--- src/hdl/serial_port_pkg.sv ---
`default_nettype none
package serial_port_pkg;
  // operating modes, two mode-select bits
  localparam logic [1:0] MODE_SHIFT = 2'h0;
  localparam logic [1:0] MODE_VAR10 = 2'h1;
  localparam logic [1:0] MODE_FIX11 = 2'h2;
  localparam logic [1:0] MODE_VAR11 = 2'h3;
  // baud generator
  localparam int BAUD_WIDTH = 15;
  localparam logic [14:0] BAUD_TOP = 15'h7fff;
  localparam int BAUD_ON_BIT = 7;
  localparam logic [3:0] PHASE_LAST = 4'hf;
  // fixed 11-bit mode: 16x tick every 4 clocks (clk/64) or 2 clocks (clk/32)
  localparam logic [1:0] FIX_TICK_SLOW = 2'h3;
  localparam logic [1:0] FIX_TICK_FAST = 2'h1;
  // shift mode divisors: clk/12 or clk/4
  localparam logic [3:0] SHIFT_DIV_SLOW = 4'hb;
  localparam logic [3:0] SHIFT_DIV_FAST = 4'h3;
  // divide-by-16 bit-time counter
  localparam logic [3:0] BIT_LAST = 4'hf;
  localparam logic [3:0] VOTE_FIRST = 4'h6;
  localparam logic [3:0] VOTE_MID = 4'h7;
  localparam logic [3:0] VOTE_LAST = 4'h8;
  // bit index of the stop bit, start bit counted as zero
  localparam logic [3:0] STOP_IDX10 = 4'h9;
  localparam logic [3:0] STOP_IDX11 = 4'ha;
  localparam int TX_FIFO_DEPTH = 16;
  localparam int TX_WORD_WIDTH = 9;

  typedef enum logic [0:0] {
    TX_IDLE = 1'b0,
    TX_SEND = 1'b1
  } tx_state_t;

  typedef enum logic [0:0] {
    RX_HUNT = 1'b0,
    RX_FRAME = 1'b1
  } rx_state_t;
endpackage
`default_nettype wire

--- src/hdl/async_serial_port.sv ---
`default_nettype none
// Functional notes
// - frame starts after next divide-by-16 rollover
// - 10-bit: start, 8 data LSB first, stop
// - 11-bit: done flag rises with stop bit
// - receive only when enabled, 16x edge sampling
// - falling edge resets receive bit counter
// - majority vote of states 7, 8, 9
// - start bit not zero aborts reception
// - 10-bit receive: load buffer, stop into ninth
// - 11-bit receive: ninth bit, address filter
// - back to hunting; done flag blocks acceptance
// - 11-bit frame: start, 8 data, ninth, stop
// - buffer write captures transmit ninth bit
// - fixed mode: clock/64, or /32 doubled
// - shift mode: clock/12, or /4 selected
// - variable 11-bit uses generator rate
// - 15-bit up-counter, reload from byte pair
// - bit time 16 overflows plus fine trim
// - mask selects compared address bits
// - broadcast address is address OR mask
// - zero address and mask accept all
// - generator runs only when enable bit set
// - sticky framing error on low stop
// - sticky overrun when unread byte replaced
module async_serial_port #(
  parameter int FIFO_DEPTH = serial_port_pkg::TX_FIFO_DEPTH
) (
  input wire logic clk_i,
  input wire logic rst_i,
  input wire logic [1:0] mode_i,
  input wire logic multiproc_select_i,
  input wire logic rx_enable_i,
  input wire logic baud_doubler_i,
  input wire logic tx_ninth_bit_i,
  input wire logic [7:0] slave_address_value_i,
  input wire logic [7:0] slave_address_mask_i,
  input wire logic [7:0] baud_reload_high_i,
  input wire logic [7:0] baud_reload_low_i,
  input wire logic [3:0] baud_fine_trim_reg_i,
  input wire logic tx_valid_i,
  output logic tx_ready_o,
  input wire logic [7:0] tx_data_i,
  input wire logic tx_done_clear_i,
  input wire logic rx_done_clear_i,
  input wire logic rx_read_i,
  input wire logic framing_error_clear_i,
  input wire logic rx_overrun_clear_i,
  input wire logic rxd_i,
  output logic txd_o,
  output logic shift_tick_o,
  output logic tx_done_flag_o,
  output logic rx_done_flag_o,
  output logic [7:0] serial_data_buffer_o,
  output logic rx_ninth_bit_o,
  output logic framing_error_flag_o,
  output logic rx_overrun_flag_o
);
  localparam int WW = serial_port_pkg::TX_WORD_WIDTH;

  if (FIFO_DEPTH < 2) begin : g_bad
    $error("async_serial_port: FIFO_DEPTH too small");
  end

  typedef struct packed {
    logic rxd_s1;
    logic rxd_s2;
    logic rx_prev;
    logic [14:0] baud_cnt;
    logic [3:0] phase;
    logic [3:0] fine_cnt;
    logic fine_stall;
    logic [1:0] fix_cnt;
    logic [3:0] shift_cnt;
    logic shift_tick;
    serial_port_pkg::tx_state_t tx_state;
    logic tx_pend;
    logic [9:0] tx_shift;
    logic [3:0] tx_idx;
    logic [3:0] tx_cnt;
    logic txd;
    logic tx_done;
    serial_port_pkg::rx_state_t rx_state;
    logic [3:0] rx_cnt;
    logic [1:0] votes;
    logic [3:0] rx_idx;
    logic [8:0] rx_shift;
    logic [7:0] rx_data;
    logic rx_ninth;
    logic rx_done;
    logic frame_err;
    logic ovr;
    logic unread;
  } port_state_t;

  port_state_t st_r, st_nxt;

  logic fifo_valid;
  logic fifo_pop;
  logic [WW-1:0] fifo_word;

  // ninth bit is sampled at the buffer write, not at frame start
  word_fifo #(
    .WIDTH(WW),
    .DEPTH(FIFO_DEPTH)
  ) u_tx_fifo (
    .clk_i(clk_i),
    .rst_i(rst_i),
    .in_valid_i(tx_valid_i),
    .in_ready_o(tx_ready_o),
    .in_data_i({tx_ninth_bit_i, tx_data_i}),
    .out_valid_o(fifo_valid),
    .out_ready_i(fifo_pop),
    .out_data_o(fifo_word)
  );

  logic eleven;
  logic gen_on;
  logic tick;
  logic tx_roll;
  logic sample;
  logic bit_val;
  logic [3:0] stop_idx;
  logic [7:0] bcast;
  logic addr_hit;
  logic accept;
  logic tx_set;
  logic err_set;
  logic ovr_set;

  assign eleven = mode_i[1];
  assign gen_on = baud_reload_high_i[serial_port_pkg::BAUD_ON_BIT];
  assign stop_idx = eleven ? serial_port_pkg::STOP_IDX11 : serial_port_pkg::STOP_IDX10;
  assign bcast = slave_address_value_i | slave_address_mask_i;
  // a zero mask and zero address make both terms true for any byte
  assign addr_hit = (((st_r.rx_shift[7:0] ^ slave_address_value_i) & slave_address_mask_i)
                     == 8'h00) || ((st_r.rx_shift[7:0] & bcast) == bcast);
  assign fifo_pop = fifo_valid && (st_r.tx_state == serial_port_pkg::TX_IDLE) && !st_r.tx_pend;

  always_comb begin
    st_nxt = st_r;
    tick = 1'b0;
    tx_roll = 1'b0;
    sample = 1'b0;
    bit_val = 1'b0;
    accept = 1'b0;
    tx_set = 1'b0;
    err_set = 1'b0;
    ovr_set = 1'b0;

    st_nxt.rxd_s1 = rxd_i;
    st_nxt.rxd_s2 = st_r.rxd_s1;
    st_nxt.shift_tick = 1'b0;

    // 16x tick source per mode; shift mode drives only shift_tick
    case (mode_i)
      serial_port_pkg::MODE_SHIFT: begin
        if (st_r.shift_cnt == (multiproc_select_i ? serial_port_pkg::SHIFT_DIV_FAST
                                                  : serial_port_pkg::SHIFT_DIV_SLOW)) begin
          st_nxt.shift_cnt = 4'h0;
          st_nxt.shift_tick = 1'b1;
        end else begin
          st_nxt.shift_cnt = st_r.shift_cnt + 4'h1;
        end
      end
      serial_port_pkg::MODE_FIX11: begin
        if (st_r.fix_cnt == (baud_doubler_i ? serial_port_pkg::FIX_TICK_FAST
                                            : serial_port_pkg::FIX_TICK_SLOW)) begin
          st_nxt.fix_cnt = 2'h0;
          tick = 1'b1;
        end else begin
          st_nxt.fix_cnt = st_r.fix_cnt + 2'h1;
        end
      end
      default: begin
        // variable modes 1 and 3 share the generator
        if (!gen_on) begin
          st_nxt.baud_cnt = {baud_reload_high_i[6:0], baud_reload_low_i};
          st_nxt.phase = 4'h0;
          st_nxt.fine_stall = 1'b0;
        end else if (st_r.fine_stall) begin
          // extra clocks once per bit time, the fine trim
          if (st_r.fine_cnt == 4'h1) begin
            st_nxt.fine_stall = 1'b0;
          end
          st_nxt.fine_cnt = st_r.fine_cnt - 4'h1;
        end else if (st_r.baud_cnt == serial_port_pkg::BAUD_TOP) begin
          st_nxt.baud_cnt = {baud_reload_high_i[6:0], baud_reload_low_i};
          tick = 1'b1;
          st_nxt.phase = st_r.phase + 4'h1;
          if (st_r.phase == serial_port_pkg::PHASE_LAST && baud_fine_trim_reg_i != 4'h0) begin
            st_nxt.fine_stall = 1'b1;
            st_nxt.fine_cnt = baud_fine_trim_reg_i;
          end
        end else begin
          st_nxt.baud_cnt = st_r.baud_cnt + 15'h0001;
        end
      end
    endcase

    // transmitter: free divide-by-16 counter sets the bit grid
    if (tick) begin
      st_nxt.tx_cnt = st_r.tx_cnt + 4'h1;
      tx_roll = (st_r.tx_cnt == serial_port_pkg::BIT_LAST);
    end
    if (fifo_pop) begin
      st_nxt.tx_pend = 1'b1;
      // 10-bit frame gets two stop-level bits after the data
      st_nxt.tx_shift = {1'b1, eleven ? fifo_word[8] : 1'b1, fifo_word[7:0]};
    end
    case (st_r.tx_state)
      serial_port_pkg::TX_IDLE: begin
        st_nxt.txd = 1'b1;
        if (st_r.tx_pend && tx_roll) begin
          st_nxt.tx_pend = 1'b0;
          st_nxt.tx_state = serial_port_pkg::TX_SEND;
          st_nxt.txd = 1'b0;
          st_nxt.tx_idx = 4'h0;
        end
      end
      serial_port_pkg::TX_SEND: begin
        if (tx_roll) begin
          // also ends a frame left over from a longer mode
          if (st_r.tx_idx >= stop_idx) begin
            st_nxt.tx_state = serial_port_pkg::TX_IDLE;
            st_nxt.txd = 1'b1;
          end else begin
            st_nxt.txd = st_r.tx_shift[0];
            st_nxt.tx_shift = {1'b1, st_r.tx_shift[9:1]};
            st_nxt.tx_idx = st_r.tx_idx + 4'h1;
            if (st_r.tx_idx + 4'h1 == stop_idx) begin
              st_nxt.tx_done = 1'b1;
              tx_set = 1'b1;
            end
          end
        end
      end
      default: begin
        st_nxt.tx_state = serial_port_pkg::TX_IDLE;
      end
    endcase
    // set wins over a clear in the same cycle
    if (tx_done_clear_i && !tx_set) begin
      st_nxt.tx_done = 1'b0;
    end

    // receiver
    if (tick) begin
      st_nxt.rx_prev = st_r.rxd_s2;
    end
    case (st_r.rx_state)
      serial_port_pkg::RX_HUNT: begin
        if (tick && rx_enable_i && mode_i != serial_port_pkg::MODE_SHIFT
            && st_r.rx_prev && !st_r.rxd_s2) begin
          st_nxt.rx_state = serial_port_pkg::RX_FRAME;
          st_nxt.rx_cnt = 4'h0;
          st_nxt.rx_idx = 4'h0;
          st_nxt.votes = 2'h0;
        end
      end
      serial_port_pkg::RX_FRAME: begin
        if (!rx_enable_i) begin
          st_nxt.rx_state = serial_port_pkg::RX_HUNT;
        end else if (tick) begin
          st_nxt.rx_cnt = st_r.rx_cnt + 4'h1;
          if (st_r.rx_cnt == serial_port_pkg::VOTE_FIRST
              || st_r.rx_cnt == serial_port_pkg::VOTE_MID) begin
            st_nxt.votes = st_r.votes + {1'b0, st_r.rxd_s2};
          end
          if (st_r.rx_cnt == serial_port_pkg::VOTE_LAST) begin
            sample = 1'b1;
            bit_val = (st_r.votes == 2'h2) || (st_r.votes == 2'h1 && st_r.rxd_s2);
            st_nxt.votes = 2'h0;
          end
          if (st_r.rx_cnt == serial_port_pkg::BIT_LAST) begin
            st_nxt.rx_idx = st_r.rx_idx + 4'h1;
          end
        end
        if (sample) begin
          if (st_r.rx_idx == 4'h0) begin
            if (bit_val) begin
              st_nxt.rx_state = serial_port_pkg::RX_HUNT;
            end
          end else if (st_r.rx_idx == stop_idx) begin
            st_nxt.rx_state = serial_port_pkg::RX_HUNT;
            if (!bit_val) begin
              st_nxt.frame_err = 1'b1;
              err_set = 1'b1;
            end
            if (eleven) begin
              accept = !st_r.rx_done
                       && (!multiproc_select_i || (st_r.rx_shift[8] && addr_hit));
            end else begin
              accept = !st_r.rx_done && (!multiproc_select_i || bit_val);
            end
          end else begin
            st_nxt.rx_shift = {bit_val, st_r.rx_shift[8:1]};
          end
        end
      end
      default: begin
        st_nxt.rx_state = serial_port_pkg::RX_HUNT;
      end
    endcase

    // 10-bit frame leaves data in the upper eight shift bits
    if (accept) begin
      st_nxt.rx_data = eleven ? st_r.rx_shift[7:0] : st_r.rx_shift[8:1];
      st_nxt.rx_ninth = eleven ? st_r.rx_shift[8] : bit_val;
      st_nxt.rx_done = 1'b1;
      if (st_r.unread && !rx_read_i) begin
        st_nxt.ovr = 1'b1;
        ovr_set = 1'b1;
      end
      st_nxt.unread = 1'b1;
    end else if (rx_read_i) begin
      st_nxt.unread = 1'b0;
    end
    // hardware set wins over a clear in the same cycle
    if (rx_done_clear_i && !accept) begin
      st_nxt.rx_done = 1'b0;
    end
    if (framing_error_clear_i && !err_set) begin
      st_nxt.frame_err = 1'b0;
    end
    if (rx_overrun_clear_i && !ovr_set) begin
      st_nxt.ovr = 1'b0;
    end
  end

  always_ff @(posedge clk_i or posedge rst_i) begin
    if (rst_i) begin
      st_r <= '0;
      st_r.rxd_s1 <= 1'b1;
      st_r.rxd_s2 <= 1'b1;
      st_r.rx_prev <= 1'b1;
      st_r.txd <= 1'b1;
    end else begin
      st_r <= st_nxt;
    end
  end

  assign txd_o = st_r.txd;
  assign shift_tick_o = st_r.shift_tick;
  assign tx_done_flag_o = st_r.tx_done;
  assign rx_done_flag_o = st_r.rx_done;
  assign serial_data_buffer_o = st_r.rx_data;
  assign rx_ninth_bit_o = st_r.rx_ninth;
  assign framing_error_flag_o = st_r.frame_err;
  assign rx_overrun_flag_o = st_r.ovr;
endmodule // async_serial_port
`default_nettype wire

--- src/hdl/word_fifo.sv ---
`default_nettype none
module word_fifo #(
  parameter int WIDTH = 9,
  parameter int DEPTH = 16
) (
  input wire logic clk_i,
  input wire logic rst_i,
  input wire logic in_valid_i,
  output logic in_ready_o,
  input wire logic [WIDTH-1:0] in_data_i,
  output logic out_valid_o,
  input wire logic out_ready_i,
  output logic [WIDTH-1:0] out_data_o
);
  localparam int AW = $clog2(DEPTH);

  if (DEPTH < 2 || (1 << AW) != DEPTH || WIDTH < 1) begin : g_bad
    $error("word_fifo: DEPTH must be a power of two >= 2");
  end

  typedef struct packed {
    logic [DEPTH-1:0][WIDTH-1:0] mem;
    logic [AW-1:0] wr;
    logic [AW-1:0] rd;
    logic [AW:0] count;
  } fifo_state_t;

  fifo_state_t st_r, st_nxt;
  logic push, pop;

  assign in_ready_o = (st_r.count != (AW+1)'(DEPTH));
  assign out_valid_o = (st_r.count != '0);
  assign out_data_o = st_r.mem[st_r.rd];

  always_comb begin
    st_nxt = st_r;
    push = in_valid_i && in_ready_o;
    pop = out_valid_o && out_ready_i;
    if (push) begin
      st_nxt.mem[st_r.wr] = in_data_i;
      st_nxt.wr = st_r.wr + 1'b1;
    end
    if (pop) begin
      st_nxt.rd = st_r.rd + 1'b1;
    end
    if (push && !pop) begin
      st_nxt.count = st_r.count + 1'b1;
    end else if (pop && !push) begin
      st_nxt.count = st_r.count - 1'b1;
    end
  end

  always_ff @(posedge clk_i or posedge rst_i) begin
    if (rst_i) begin
      st_r <= '0;
    end else begin
      st_r <= st_nxt;
    end
  end
endmodule // word_fifo
`default_nettype wire

--- config.mk ---
export PLATFORM = sky130hd
export DESIGN_NAME = async_serial_port
export DESIGN_NICKNAME = d
export VERILOG_FILES = /design/src/hdl/serial_port_pkg.sv /design/src/hdl/async_serial_port.sv /design/src/hdl/word_fifo.sv
export SDC_FILE = /design/constraint.sdc
export NUM_CORES = 1
export LEC_CHECK = 0
export CAP_MARGIN = 10
export CELL_PAD_IN_SITES_DETAIL_PLACEMENT = 1
export CELL_PAD_IN_SITES_GLOBAL_PLACEMENT = 2
export CORE_MARGIN = 2
export CORE_UTILIZATION = 48
export CTS_CLUSTER_SIZE = 25
export DETAILED_ROUTE_END_ITERATION = 8
export DONT_BUFFER_PORTS = 1
export MAX_ROUTING_LAYER = met4
export PLACE_DENSITY = 0.94
export SLEW_MARGIN = 20
export SYNTH_ARGS = -nofsm -noshare
export SYNTH_HDL_FRONTEND = slang
export SYNTH_SLANG_ARGS = --single-unit
--- constraint.sdc ---
create_clock -name clk_i -period 17 [get_ports clk_i]
set_input_delay 0.85 -clock clk_i [delete_from_list [all_inputs] [get_ports clk_i]]
set_output_delay 0.85 -clock clk_i [all_outputs]
set_load 0.02 [all_outputs]
Yosys cells after proc, flatten, opt, wreduce, memory -nomap -nowiden
Index checks and enable logic that the tools add are counted.
{ "classes": {"n_reduce_logical": 69, "n_addsub": 14, "n_eq_ne": 30, "muxes": 100, "bitwise_logic": 9, "n_lt_le_gt_ge": 4} }
{ "op_table": {"columns": ["cell", "count"], "rows": [
  ["$bwmux 144", 1],
  ["$mux 1", 63],
  ["$mux 19", 2],
  ["$bmux 9 s4", 1],
  ["$demux 9 s4", 1],
  ["$add 4x1->4 const B", 8],
  ["$mux 10", 3],
  ["$mux 14", 2],
  ["$reduce_bool 2->1", 14],
  ["$mux 9", 3],
  ["$logic_and 1x1->1", 22],
  ["$mux 11", 2],
  ["$pmux 11 s2", 1],
  ["$mux 5", 4],
  ["$reduce_and 4->1", 5],
  ["$and 8x8->8", 2],
  ["$eq 4x4->1 const B", 4],
  ["$mux 4", 4],
  ["$ne 2x1->1 const B", 8],
  ["$add 15x1->15 const B", 1],
  ["$eq 15x15->1 const B", 1],
  ["$mux 15", 1],
  ["$mux 2", 7],
  ["$eq 4x4->1", 3],
  ["34 further kinds", 63]
]} }
{ "totals": {"elab_cells": 273, "regBits": 246, "output_inout_bits": 16, "in_bits": 59} }

Longest topological paths before layout
Gate-level depths: netlist of run 1.
{ "depth": {"ltp_word": 20, "depth_mapped": 13, "mapped_depth_nobuf": 11} }

Hierarchy
From an unflattened synthesis of run 1, not the netlist that was laid out.
{ "hier_totals": {"hier_cells": 1015, "hier_area_um2": 12575.8} }
{ "by_module_without_submodules": {"columns": ["mod", "cells_per_inst", "area_each_um2", "seq_area_each_um2", "instances"], "rows": [
  ["word_fifo", 501, 7556.0, 3928.8, 1],
  ["async_serial_port", 514, 5019.8, 2232.1, 1]
]} }

Worst setup path before layout of run 1
OpenSTA, ideal clock, no wires.
{ "synth_path": {"path_type": "register to register", "startpoint": "reg u_tx_fifo.st_r[0] (netlist name)", "endpoint": "reg u_tx_fifo.st_r[4] (netlist name)", "required_time_ns": 16.875, "setup_ns": 0.125, "path_buffers": 1, "path_stages_with_launch": 13, "synth_period_minus_slack_ns": 2.991, "arrival_ns": 2.866, "path_slack_ns": 14.009, "cell_sequence": "dfrtp_1 -> or4_1 -> o21a_1 -> inv_1 -> clkbuf_1 -> ha_1 -> inv_1 -> fa_1 -> a21o_1 -> a21oi_1 -> xnor2_1 -> nor2_1 -> xor2_1"} }
{ "synth_between": {"elab_chain_len": 7, "word_cells_on_any_way": 15, "cone_classes": "add/sub (2); eq/ne (1); mux (2); reduce/logical (10)"} }
{ "synth_lines": {"columns": ["element", "line", "text"], "rows": [
  ["start: declaration", "word_fifo.sv:28", "fifo_state_t st_r, st_nxt;"],
  ["start signal: assignment", "word_fifo.sv:57", "st_r <= st_nxt;"],
  ["parallel branches: the longest is 7 deep, another holds $sub 5x1->5", null, null]
]} }
Several ways; the timed one is not identified. The select of a mux whose other input is x is not followed.
A chain may end at the register's enable or synchronous reset.

Worst setup path after layout of run 1
Same ends and word-level chain as after synthesis.

==> impl_metrics.ini, run 1 <==
[outcome]
status = finished, final reports clean

[floorplan]
chipWidth_um = 164
design.portCount = 75
placementRows = 58
core-area_sq_mm = 0.0251
floorplan.die.height_um = 164
area_enclosed_by_the_die_boundary_sq_mm = 0.0267
floorplan.initialDensity_pct = 48.6

[yosys]
post_syn_area_per_cell_sq_um = 12.5
post-synth-top-area-cell = dfrtp_1
yosys.cell_types.count = 80
synth_top_flop_cell = dfrtp_1
synth-async-reset-ratio_pct = 100
synth_largest_type_area_fraction_pct = 49.6
leading_cell_types_by_total_area_after_synthesis = dfrtp_1 (50%), mux2_2 (15%), mux4_2 (6.8%), ha_1 (2.5%), nand2_1 (2.0%)
synth.ff_latch_count = 246
synthesis.instances = 981
mapped_nets = 1065
synth_edf_count = 0
synth_seq_area_share_pct = 50.4
synth_warnings = 0
netlist_area_sq_mm = 0.0122

[final_layout]
number_of_diodes_added_for_antenna_fixing = 0
post_route_cells_drive_above_1_share_pct = 28.9
fillers = 2560
area_overhead_vs_synth_pct = 9.18
design.final.nets = 1044

[cts]
tritoncts = yes
postCtsResizedCells = 0
insertion_delay_ns = 0.54
clock_path_buffers = 3
cts_inserted_buffers = 27
post_cts_buffers = 0
numClockSinks = 246
h-tree-depth = 1
quantity_of_hold_fixing_buffers_added_after_cts = 0
cts_root_buf = clkbuf_16
clk_transition_reported_paths_ns = 0.06

[pwr]
vdd_ir_drop_max_mv = 0.116
seq_power_share_pct = 45.9
switch_share_pct = 28.1
p_comb_share_pct = 22.8
power.net_switching_uw = 564
total_power_uw = 2000
cell_internal_pwr_uw = 1440
power.density_mw_per_mm2 = 150
p_leak_uw = 0.00570
p_clk_share_pct = 31.3

[global_routing]
antenna_found_initial = 0
grt_start_max_net_pins = 84
first_global_vias = 8571
grt.overflow.total = 0
grt_first_pass_wirelength_mm = 47.5
groute.usage.overall_pct = 23.2

[routing]
drt_drc_violations_left = 0
detailedRoute.firstIterationViolations = 392
first_pass_iters = 4
detail_route.vias_per_cell = 6.02
routed_wirelength_mm = 29.5
route.detailed.wl_per_inst_um = 22.6
dr_total_vias = 7872
ant_nets = 0

[sta]
clock_skew_ns = 0.00914
unrepaired_setup_endpoints_after_global_routing = no
clock.fmax_ghz = 0.288
final-hold-violation-count = 0
post-route-min-period_ns = 3.48
final_worst_path_cycle_share_pct = 20.5
worst_pin_slew_ns = 1.09
max_transition_margin_pct = 27.4
count_of_final_setup_violators = 0
slew_violations = 0
finalSetupTns_ns = 0

[setup_path]
critPathMostFrequentCell = inv_1
crit_family = adder cells
cp.buffers_inverters = 2
critical_path.endpoint_type = register
crit_required_ns = 17.41
critical_path_arrival_ns = 3.89
launching_element_type_of_the_critical_path = register
slowest_delay_ns = 0.56
setup.worst_path.class = register to register
timing.critical_path.cells = or4_1 > o21a_1 > inv_1 > ha_1 > inv_1 > fa_1 > a21o_1 > a21oi_1 > xnor2_1 > nor2_1 > xor2_1
timing.critical_path.fanout_max = 21
cp_slowest_cell = or4_1

[hold_path]
hold_class = primary input to asynchronous set/reset pin

[job]
drv_cap = 0

[placement]
port_bufs = 0
detailed_placer_s_ending_hpwl_mm = 19.0
gp_routability_congestion = 0.814
[path summary, 6_finish.rpt]
path,depth (start not counted),end,startpoint,slack [ns]
worst max register to register,11,u_tx_fifo.st_r[4],u_tx_fifo.st_r[0],13.52
worst min register to register,0,st_r[87],st_nxt[87],0.35
min in group clk_i,0,st_nxt[87],rxd_i,0.32
max in group asynchronous,2,u_tx_fifo.st_r[7],rst_i,15.54
worst max-delay path,11,u_tx_fifo.st_r[4],u_tx_fifo.st_r[0],13.52
worst min-delay path,1,u_tx_fifo.st_r[137],rst_i,0.23
[routing by layer]
layer  global-route usage [%]  vias up  routed length, um
met4                     4.78        0                485
met3                     3.22       42               1190
met5                        -        -                  0
met2                     40.2      150              15200
met1                     29.4     4136              12600
li1                         -     3544                  -
[power by group through the flow]
stage / sequential, uW / combinational, uW / clock [uW]
2_1_floorplan: 869 / 382 / 0
3_3_place_gp: 898 / 427 / 0
3_5_place_dp: 923 / 458 / 0
4_1_cts: 918 / 464 / 642
5_1_grt: 943 / 499 / 664
6_report: 920 / 458 / 627
[kinds of logic after synthesis]
| logic type | share of synthesized area, % |
|---|---|
| AOI/OAI and AO/OA | 8.15 |
| xor gates and xnor gates | 2.44 |
| muxes | 23.5 |
| and+or+nand+nor | 9.62 |
| adders and majority gates | 2.62 |
| DFF | 50.4 |
| buffers and inverters | 3.23 |
[registers in the layout, indices dropped and copies added (netlist names)]
name / flops
tx_done_flag_o: 1
st_nxt: 1
rx_done_flag_o: 1
rx_overrun_flag_o: 1
rx_ninth_bit_o: 1
txd_o: 1
serial_data_buffer_o: 8
framing_error_flag_o: 1
u_tx_fifo.st_r: 157
st_r: 73
shift_tick_o: 1
[cells in the mapped netlist (4+ instances only)]
| library cell | instances |
|---|---|
| dfrtp_1 | 242 |
| mux2_2 | 165 |
| nand2_1 | 66 |
| nor2_1 | 49 |
| a21oi_1 | 42 |
| mux4_2 | 37 |
| inv_1 | 28 |
| o21ai_0 | 28 |
| clkbuf_1 | 27 |
| nand3_1 | 27 |
| ha_1 | 24 |
| xnor2_1 | 18 |
| a211oi_1 | 16 |
| xor2_1 | 16 |
| nand4_1 | 15 |
| nor3_1 | 14 |
| nor2b_1 | 12 |
| o22ai_1 | 10 |
| mux2i_1 | 9 |
| buf_1 | 8 |
| buf_4 | 8 |
| a22oi_1 | 6 |
| buf_2 | 6 |
| mux2_4 | 6 |
| nand3b_1 | 6 |
| and3_1 | 5 |
| nand2b_1 | 5 |
| a21o_1 | 4 |
| dfstp_2 | 4 |
[per-stage QoR]
stage          area [sq um]  worst slack [ns]  instances  hold WS [ns]  util, %
2_1_floorplan         12200              9.40        981         0.345        -
3_3_place_gp          12400             13.68       1261         0.350     49.3
3_5_place_dp          12400             13.56       1261         0.350     49.3
4_1_cts               13300             13.50       1308         0.256     53.1
5_1_grt               13300             13.31       1308         0.270     53.1
6_report              13300             13.52       1308         0.231     53.1
[worst register-to-register path: stages, from the launching register on]
cell     delay (ns)
dfrtp_1        0.45
or4_1          0.57
o21a_1         0.26
inv_1          0.55
ha_1           0.30
inv_1          0.11
fa_1           0.42
a21o_1         0.17
a21oi_1        0.17
xnor2_1        0.15
nor2_1         0.07
xor2_1         0.14
[layout by cell type, fill, tap and decap left out, types with 18 or more instances in the layout]
cell type / Yosys / layout
ha_1: 24 / 24
xnor2_1: 18 / 18
inv_1: 28 / 27
nand2_1: 66 / 66
mux2_2: 165 / 165
nand3_1: 27 / 27
o21ai_0: 28 / 28
a21oi_1: 42 / 42
dfrtp_1: 242 / 240
mux4_2: 37 / 37
clkbuf_16: 0 / 27
nor2_1: 49 / 49
[final cells by class]
| type | count | area (sq um) | area share [%] |
|---|---|---|---|
| clock buffers | 37 | 763 | 5.72 |
| inverters | 28 | 113 | 0.844 |
| clock inverters | 10 | 186 | 1.40 |
| multi-input cells | 653 | 5660 | 42.4 |
| flip-flops and latches | 246 | 6160 | 46.2 |
| repair buffers | 4 | 37.5 | 0.281 |
| well taps | 330 | 413 | 3.10 |
No activity file was read; power rests on OpenSTA's default activity.
==> run 2, diff against run 1 <==
--- a/config.mk
+++ b/config.mk
@@ -5,16 +5,17 @@
 export SDC_FILE = /design/constraint.sdc
 export NUM_CORES = 1
 export LEC_CHECK = 0
+export ABC_AREA = 1
 export CAP_MARGIN = 10
 export CELL_PAD_IN_SITES_DETAIL_PLACEMENT = 1
 export CELL_PAD_IN_SITES_GLOBAL_PLACEMENT = 2
 export CORE_MARGIN = 2
-export CORE_UTILIZATION = 48
+export CORE_UTILIZATION = 39
 export CTS_CLUSTER_SIZE = 25
 export DETAILED_ROUTE_END_ITERATION = 8
 export DONT_BUFFER_PORTS = 1
 export MAX_ROUTING_LAYER = met4
-export PLACE_DENSITY = 0.94
+export PLACE_DENSITY = 0.89
 export SLEW_MARGIN = 20
 export SYNTH_ARGS = -nofsm -noshare
 export SYNTH_HDL_FRONTEND = slang
==> constraint.sdc (replaced) <==
create_clock -name clk_i -period 3.26 [get_ports clk_i]
set_input_delay 0.163 -clock clk_i [delete_from_list [all_inputs] [get_ports clk_i]]
set_output_delay 0.163 -clock clk_i [all_outputs]
set_load 0.02 [all_outputs]
==> impl_metrics.ini, run 2 <==
[floorplan]
placementRows = 65
core-area_sq_mm = 0.0316
chipWidth_um = 183
design.portCount = 75
area_enclosed_by_the_die_boundary_sq_mm = 0.0334
floorplan.die.height_um = 183
floorplan.initialDensity_pct = 39.5

[routing]
drt_drc_violations_left = 0
detailedRoute.firstIterationViolations = 668
first_pass_iters = 5
dr_total_vias = 10300
routed_wirelength_mm = 33.4
detail_route.vias_per_cell = 5.27
route.detailed.wl_per_inst_um = 17.0
ant_nets = 0

[setup_path]
launching_element_type_of_the_critical_path = register
cp_slowest_cell = dfrtp_1
critical_path_arrival_ns = 3.34
timing.critical_path.cells = nor4_2 > nand2_1 > nand2_2 > inv_2 > ha_1 > inv_1 > ha_1 > a21o_1 > a31oi_1 > nand2_1 > nand2_1 > nor2_1 > xor2_1
critical_path.endpoint_type = register
cp.buffers_inverters = 2
critPathMostFrequentCell = nand2_1
slowest_delay_ns = 0.44
crit_family = simple AND/OR/NAND/NOR gates
timing.critical_path.fanout_max = 15
setup.worst_path.class = register to register
crit_required_ns = 3.69

[global_routing]
grt_first_pass_wirelength_mm = 56.5
groute.usage.overall_pct = 21.3
grt.overflow.total = 0
grt_start_max_net_pins = 84
first_global_vias = 11000
antenna_found_initial = 0

[final_layout]
fillers = 3781
final_common_cell = nand2_1
number_of_diodes_added_for_antenna_fixing = 0
post_route_cells_drive_above_1_share_pct = 7.55
most-common-layout-cells = nand2_1 (411), o21ai_0 (268), dfrtp_1 (240)
max_flop_register = u_tx_fifo.st_r
design.final.nets = 1625
stdcell_count = 1964
largest_register_ffs = 157
area_overhead_vs_synth_pct = 12.9

[sta]
count_of_final_setup_violators = 0
clock.fmax_ghz = 0.343
final-hold-violation-count = 0
hold-worst-slack_ns = 0.0400
clock_skew_ns = 0.0186
slew_violations = 0
final_worst_path_cycle_share_pct = 89.4
timing.final.ws_setup_ns = 0.345
max_transition_margin_pct = 41.6
unrepaired_setup_endpoints_after_global_routing = no
worst_pin_slew_ns = 0.876
post-route-min-period_ns = 2.92

[cts]
cts_inserted_buffers = 29
numClockSinks = 246
insertion_delay_ns = 0.55
post_cts_buffers = 0
h-tree-depth = 1
clock_path_buffers = 3
tritoncts = yes
cts_root_buf = clkbuf_16
clk_transition_reported_paths_ns = 0.06

[yosys]
post_syn_area_per_cell_sq_um = 8.12
yosys.cell_types.count = 50
synth_simple_gate_area_share_pct = 20.8
synth_largest_type_area_fraction_pct = 48.6
synth_fa_ha_area_share_pct = 2.57
post-synth-top-area-cell = dfrtp_1
synth_top_flop_cell = dfrtp_1
synth_seq_area_share_pct = 49.4
mapped_nets = 1619
combinational_family_with_the_most_area_after_synthesis = simple AND/OR/NAND/NOR gates
leading_cell_types_by_total_area_after_synthesis = dfrtp_1 (49%), nand2_1 (12%), o21ai_0 (11%), inv_1 (5.0%), nand3_1 (3.1%)
synth-async-reset-ratio_pct = 100
synth_compound_gate_area_share_pct = 16.8
yosys.area_share.xor_xnor_pct = 1.69
post_synthesis_mux_area_share_pct = 0.0903
netlist_area_sq_mm = 0.0125
synthesis.instances = 1535
synth.ff_latch_count = 246
synth_edf_count = 0
synth.most_common_cell = nand2_1
synth_warnings = 0
yosys-top-cells-count = nand2_1 (411), o21ai_0 (268), dfrtp_1 (242), inv_1 (166), nand3_1 (77)

[hold_path]
hold_class = primary input to register

[pwr]
vdd_ir_drop_max_mv = 0.434
power.density_mw_per_mm2 = 734
p_leak_uw = 0.00671

[placement]
place.detailed.instances = 1875
port_bufs = 0
gp_routability_congestion = 0.790
detailed_placer_s_ending_hpwl_mm = 21.8
detailedPlace.worstSlack_ns = 0.323

[outcome]
status = finished, final reports clean

[job]
drv_cap = 0
run 2: cells by family (layout without fill, tap and decap cells):
| group | after synthesis | after routing |
|---|---|---|
| AO/OA/AOI/OAI | 394 | 394 |
| XOR/XNOR | 24 | 24 |
| adder cells (fa/ha/maj) | 25 | 25 |
| buffers and inverters | 250 | 277 |
| flip-flops | 246 | 246 |
| multiplexers | 1 | 1 |
| AND/OR/NAND/NOR | 595 | 595 |
run 2: per-stage QoR:
stage                     util, %  setup TNS (ns)  cell area, sq um  total power (uW)
after floorplan                 -          -31.82             12500              6420
after detailed placement     40.4               0             12700              7060
after CTS                    44.6               0             14100             10400
after global placement       40.4               0             12700              6860
final                        44.6               0             14100             10300
after global routing         44.6               0             14100             11100
run 2: layout make-up:
type / instances / area, sq um / area share [%]
multi-input cells: 1039 / 5240 / 37.2
repair buffers: 52 / 546 / 3.88
clock buffers: 43 / 888 / 6.31
flip-flops and latches: 246 / 6170 / 43.8
inverters: 173 / 653 / 4.64
clock inverters: 9 / 78.8 / 0.560
well taps: 402 / 503 / 3.57
run 2: worst paths after layout:
| path | slack, ns | depth (start not counted) | endpoint | startpoint |
|---|---|---|---|---|
| min in group asynchronous | 0.15 | 2 | u_tx_fifo.st_r[73] | rst_i |
| max reg2reg | 0.34 | 13 | u_tx_fifo.st_r[4] | u_tx_fifo.st_r[0] |
| max in group asynchronous | 2.23 | 3 | u_tx_fifo.st_r[60] | rst_i |
| min reg2reg | 0.35 | 0 | st_r[87] | st_nxt[87] |
| min | 0.04 | 3 | st_r[82] | baud_reload_high_i[7] |
| max | 0.34 | 13 | u_tx_fifo.st_r[4] | u_tx_fifo.st_r[0] |
run 2: metal layers:
layer / vias up / track usage [%] / wire (um)
met2: 150 / 35.3 / 16000
li1: 5008 / - / -
met1: 5148 / 28.5 / 15600
met4: 0 / 4.32 / 490
met3: 39 / 2.38 / 1230
met5: - / - / 0
run 2: where the power goes:
group,total (uW),switching (uW),internal (uW)
registers,4730,671,4060
clock network,3250,1300,1950
logic,2330,1430,899
total,10300,3410,6910
run 2: timing repair:
item / 4_1_cts / 5_1_grt
endpoints found under the setup margin: 0 / 0
hold endpoints to repair: 155 / 0
hold buffers: 37 / 0
gates resized for setup: 0 / 0
run 2: worst min-delay path, delay by kind of cell:
kind,cells,cell delay (ns)
buf+inv,1,0.19
compound gates,2,0.19
==> run 3, diff against run 2 <==
--- a/config.mk
+++ b/config.mk
@@ -7,10 +7,8 @@
 export LEC_CHECK = 0
 export ABC_AREA = 1
 export CAP_MARGIN = 10
-export CELL_PAD_IN_SITES_DETAIL_PLACEMENT = 1
-export CELL_PAD_IN_SITES_GLOBAL_PLACEMENT = 2
 export CORE_MARGIN = 2
-export CORE_UTILIZATION = 39
+export CORE_UTILIZATION = 64
 export CTS_CLUSTER_SIZE = 25
 export DETAILED_ROUTE_END_ITERATION = 8
 export DONT_BUFFER_PORTS = 1
==> impl_metrics.ini, run 3 (same netlist as run 2, synthesis figures left out) <==
[setup_path]
reg2reg_to = tx_done_flag_o
cp_slowest_cell = dlygate4sd3_1
crit_family = buffers and inverters
crit_required_ns = 3.71
slowest_delay_ns = 0.98
timing.reg2reg.setup_slack_ns = 0.36
critical_path.endpoint_type = register
rr_startpoint = st_r[71]
setup.worst_path.class = primary input to register
critical_path_arrival_ns = 3.48
cp.buffers_inverters = 4
worst_r2r_path_depth = 10
timing.critical_path.fanout_max = 19
timing.critical_path.cells = dlygate4sd3_1 > nand2_1 > nor2_2 > inv_2 > nor2_2 > nand2_2 > nand2_4 > nand3_1 > inv_2 > nand2_1 > o22ai_1 > dlygate4sd3_1
launching_element_type_of_the_critical_path = primary input

[cts]
clock_path_buffers = 3
cts_inserted_buffers = 25
clk_transition_reported_paths_ns = 0.06
quantity_of_hold_fixing_buffers_added_after_cts = 36
cts_root_buf = clkbuf_16
tritoncts = yes
insertion_delay_ns = 0.52
numClockSinks = 246
h-tree-depth = 1
postCtsResizedCells = 0
post_cts_buffers = 0

[sta]
slew_violations = 0
unrepaired_setup_endpoints_after_global_routing = no
clock.fmax_ghz = 0.330
clock_skew_ns = 0.0126
final_worst_path_cycle_share_pct = 92.8
post-route-min-period_ns = 3.03
max_transition_margin_pct = 52.5
final-hold-violation-count = 0
finalSetupTns_ns = 0
worst_pin_slew_ns = 0.713
count_of_final_setup_violators = 0

[routing]
detailedRoute.firstIterationViolations = 1001
ant_nets = 0
drt_drc_violations_left = 0
route.detailed.wl_per_inst_um = 16.3
detail_route.vias_per_cell = 5.76
first_pass_iters = 6
dr_total_vias = 10500
routed_wirelength_mm = 29.7

[pwr]
p_leak_uw = 0.00660
vdd_ir_drop_max_mv = 0.554
power.density_mw_per_mm2 = 722
total_power_uw = 9890

[floorplan]
floorplan.die.height_um = 144
chipWidth_um = 144
placementRows = 51
floorplan.initialDensity_pct = 64.7
design.portCount = 75
core-area_sq_mm = 0.0193
area_enclosed_by_the_die_boundary_sq_mm = 0.0206

[final_layout]
number_of_diodes_added_for_antenna_fixing = 0
post_route_cells_drive_above_1_share_pct = 6.64
final_area_sq_mm = 0.0137
most-common-layout-cells = nand2_1 (411), o21ai_0 (268), dfrtp_1 (240)
max_flop_register = u_tx_fifo.st_r
largest_register_ffs = 157
final_common_cell = nand2_1
design.final.nets = 1617
stdcell_count = 1816
core_utilization_of_the_finished_layout_pct = 71.0
area_overhead_vs_synth_pct = 9.83

[global_routing]
groute.usage.overall_pct = 30.0
first_global_vias = 10400
grt_start_max_net_pins = 99
grt_first_pass_wirelength_mm = 48.6
grt.overflow.total = 0
antenna_found_initial = 0

[placement]
port_bufs = 0
placed_cell_area_sq_mm = 0.0125
place.detailed.instances = 1735
gp_routability_congestion = 0.874
detailed_placer_s_ending_hpwl_mm = 18.4

[hold_path]
min_delay_path_depth = 4
hold_class = primary input to register
hold_path.startpoint = baud_fine_trim_reg_i[0]
holdPathEnd = st_r[63]

[job]
drv_cap = 0

[outcome]
status = finished, final reports clean
-- run 3: cell count changes in the layout (fill, tap and decap cells not counted) --
cell | previous run | this run
clkbuf_16 | 29 | 25
buf_4 | 10 | 8
clkinvlp_4 | 3 | 2
clkbuf_8 | 11 | 7
inv_6 | 1 | 0
buf_12 | 5 | 4
clkbuf_1 | 3 | 8
clkinv_2 | 5 | 3
dlygate4sd3_1 | 37 | 36
-- run 3: area by class of cell --
type	count	area [sq um]
sequential	246	6170
fill	1398	5580
multi-input combinational	1039	5240
clock buffer	40	752
inverter	173	653
timing repair buffer	48	500
tap	265	332
clock inverter	5	52.6
-- run 3: worst max path at each step --
stage          slack (ns)                   end  depth (start not counted)               from
2_1_floorplan       -0.13  framing_error_flag_o                          1              rst_i
3_3_place_gp         0.51     u_tx_fifo.st_r[4]                         13  u_tx_fifo.st_r[0]
3_5_place_dp         0.39     u_tx_fifo.st_r[4]                         13  u_tx_fifo.st_r[0]
4_1_cts              0.32        tx_done_flag_o                         12          mode_i[1]
5_1_grt              0.01        tx_done_flag_o                         12          mode_i[1]
6_report             0.23        tx_done_flag_o                         12          mode_i[1]
-- run 3: stage by stage --
step                      hold WS, ns  setup slack (ns)
after global routing           0.0273            0.0143
after floorplan                 0.167            -0.131
after CTS                      0.0163             0.316
final                          0.0336             0.233
after global placement        -0.0529             0.505
after detailed placement      -0.0553             0.394
-- run 3: per-layer routing --
layer | wire (um) | global-route usage (%) | up-vias
met4 | 791 | 9.60 | 0
li1 | - | - | 5001
met2 | 14500 | 50.3 | 432
met3 | 2230 | 5.36 | 67
met1 | 12100 | 37.3 | 4962
met5 | 0 | - | -
-- run 3: power by group --
part | switching [uW] | total, uW | internal [uW]
clock | 1170 | 2820 | 1650
combinational | 1420 | 2320 | 896
sequential | 685 | 4750 | 4060
total | 3280 | 9890 | 6610
-- run 3: worst reg2reg max path: stages, from the launching register on --
cell	delay, ns
dfrtp_1	0.37
ha_1	0.22
nand3_2	0.15
nor2_4	0.20
nand3_4	0.14
nand2_4	0.21
nand3_1	0.43
inv_2	0.34
nand2_1	0.11
o22ai_1	0.11
dlygate4sd3_1	0.55
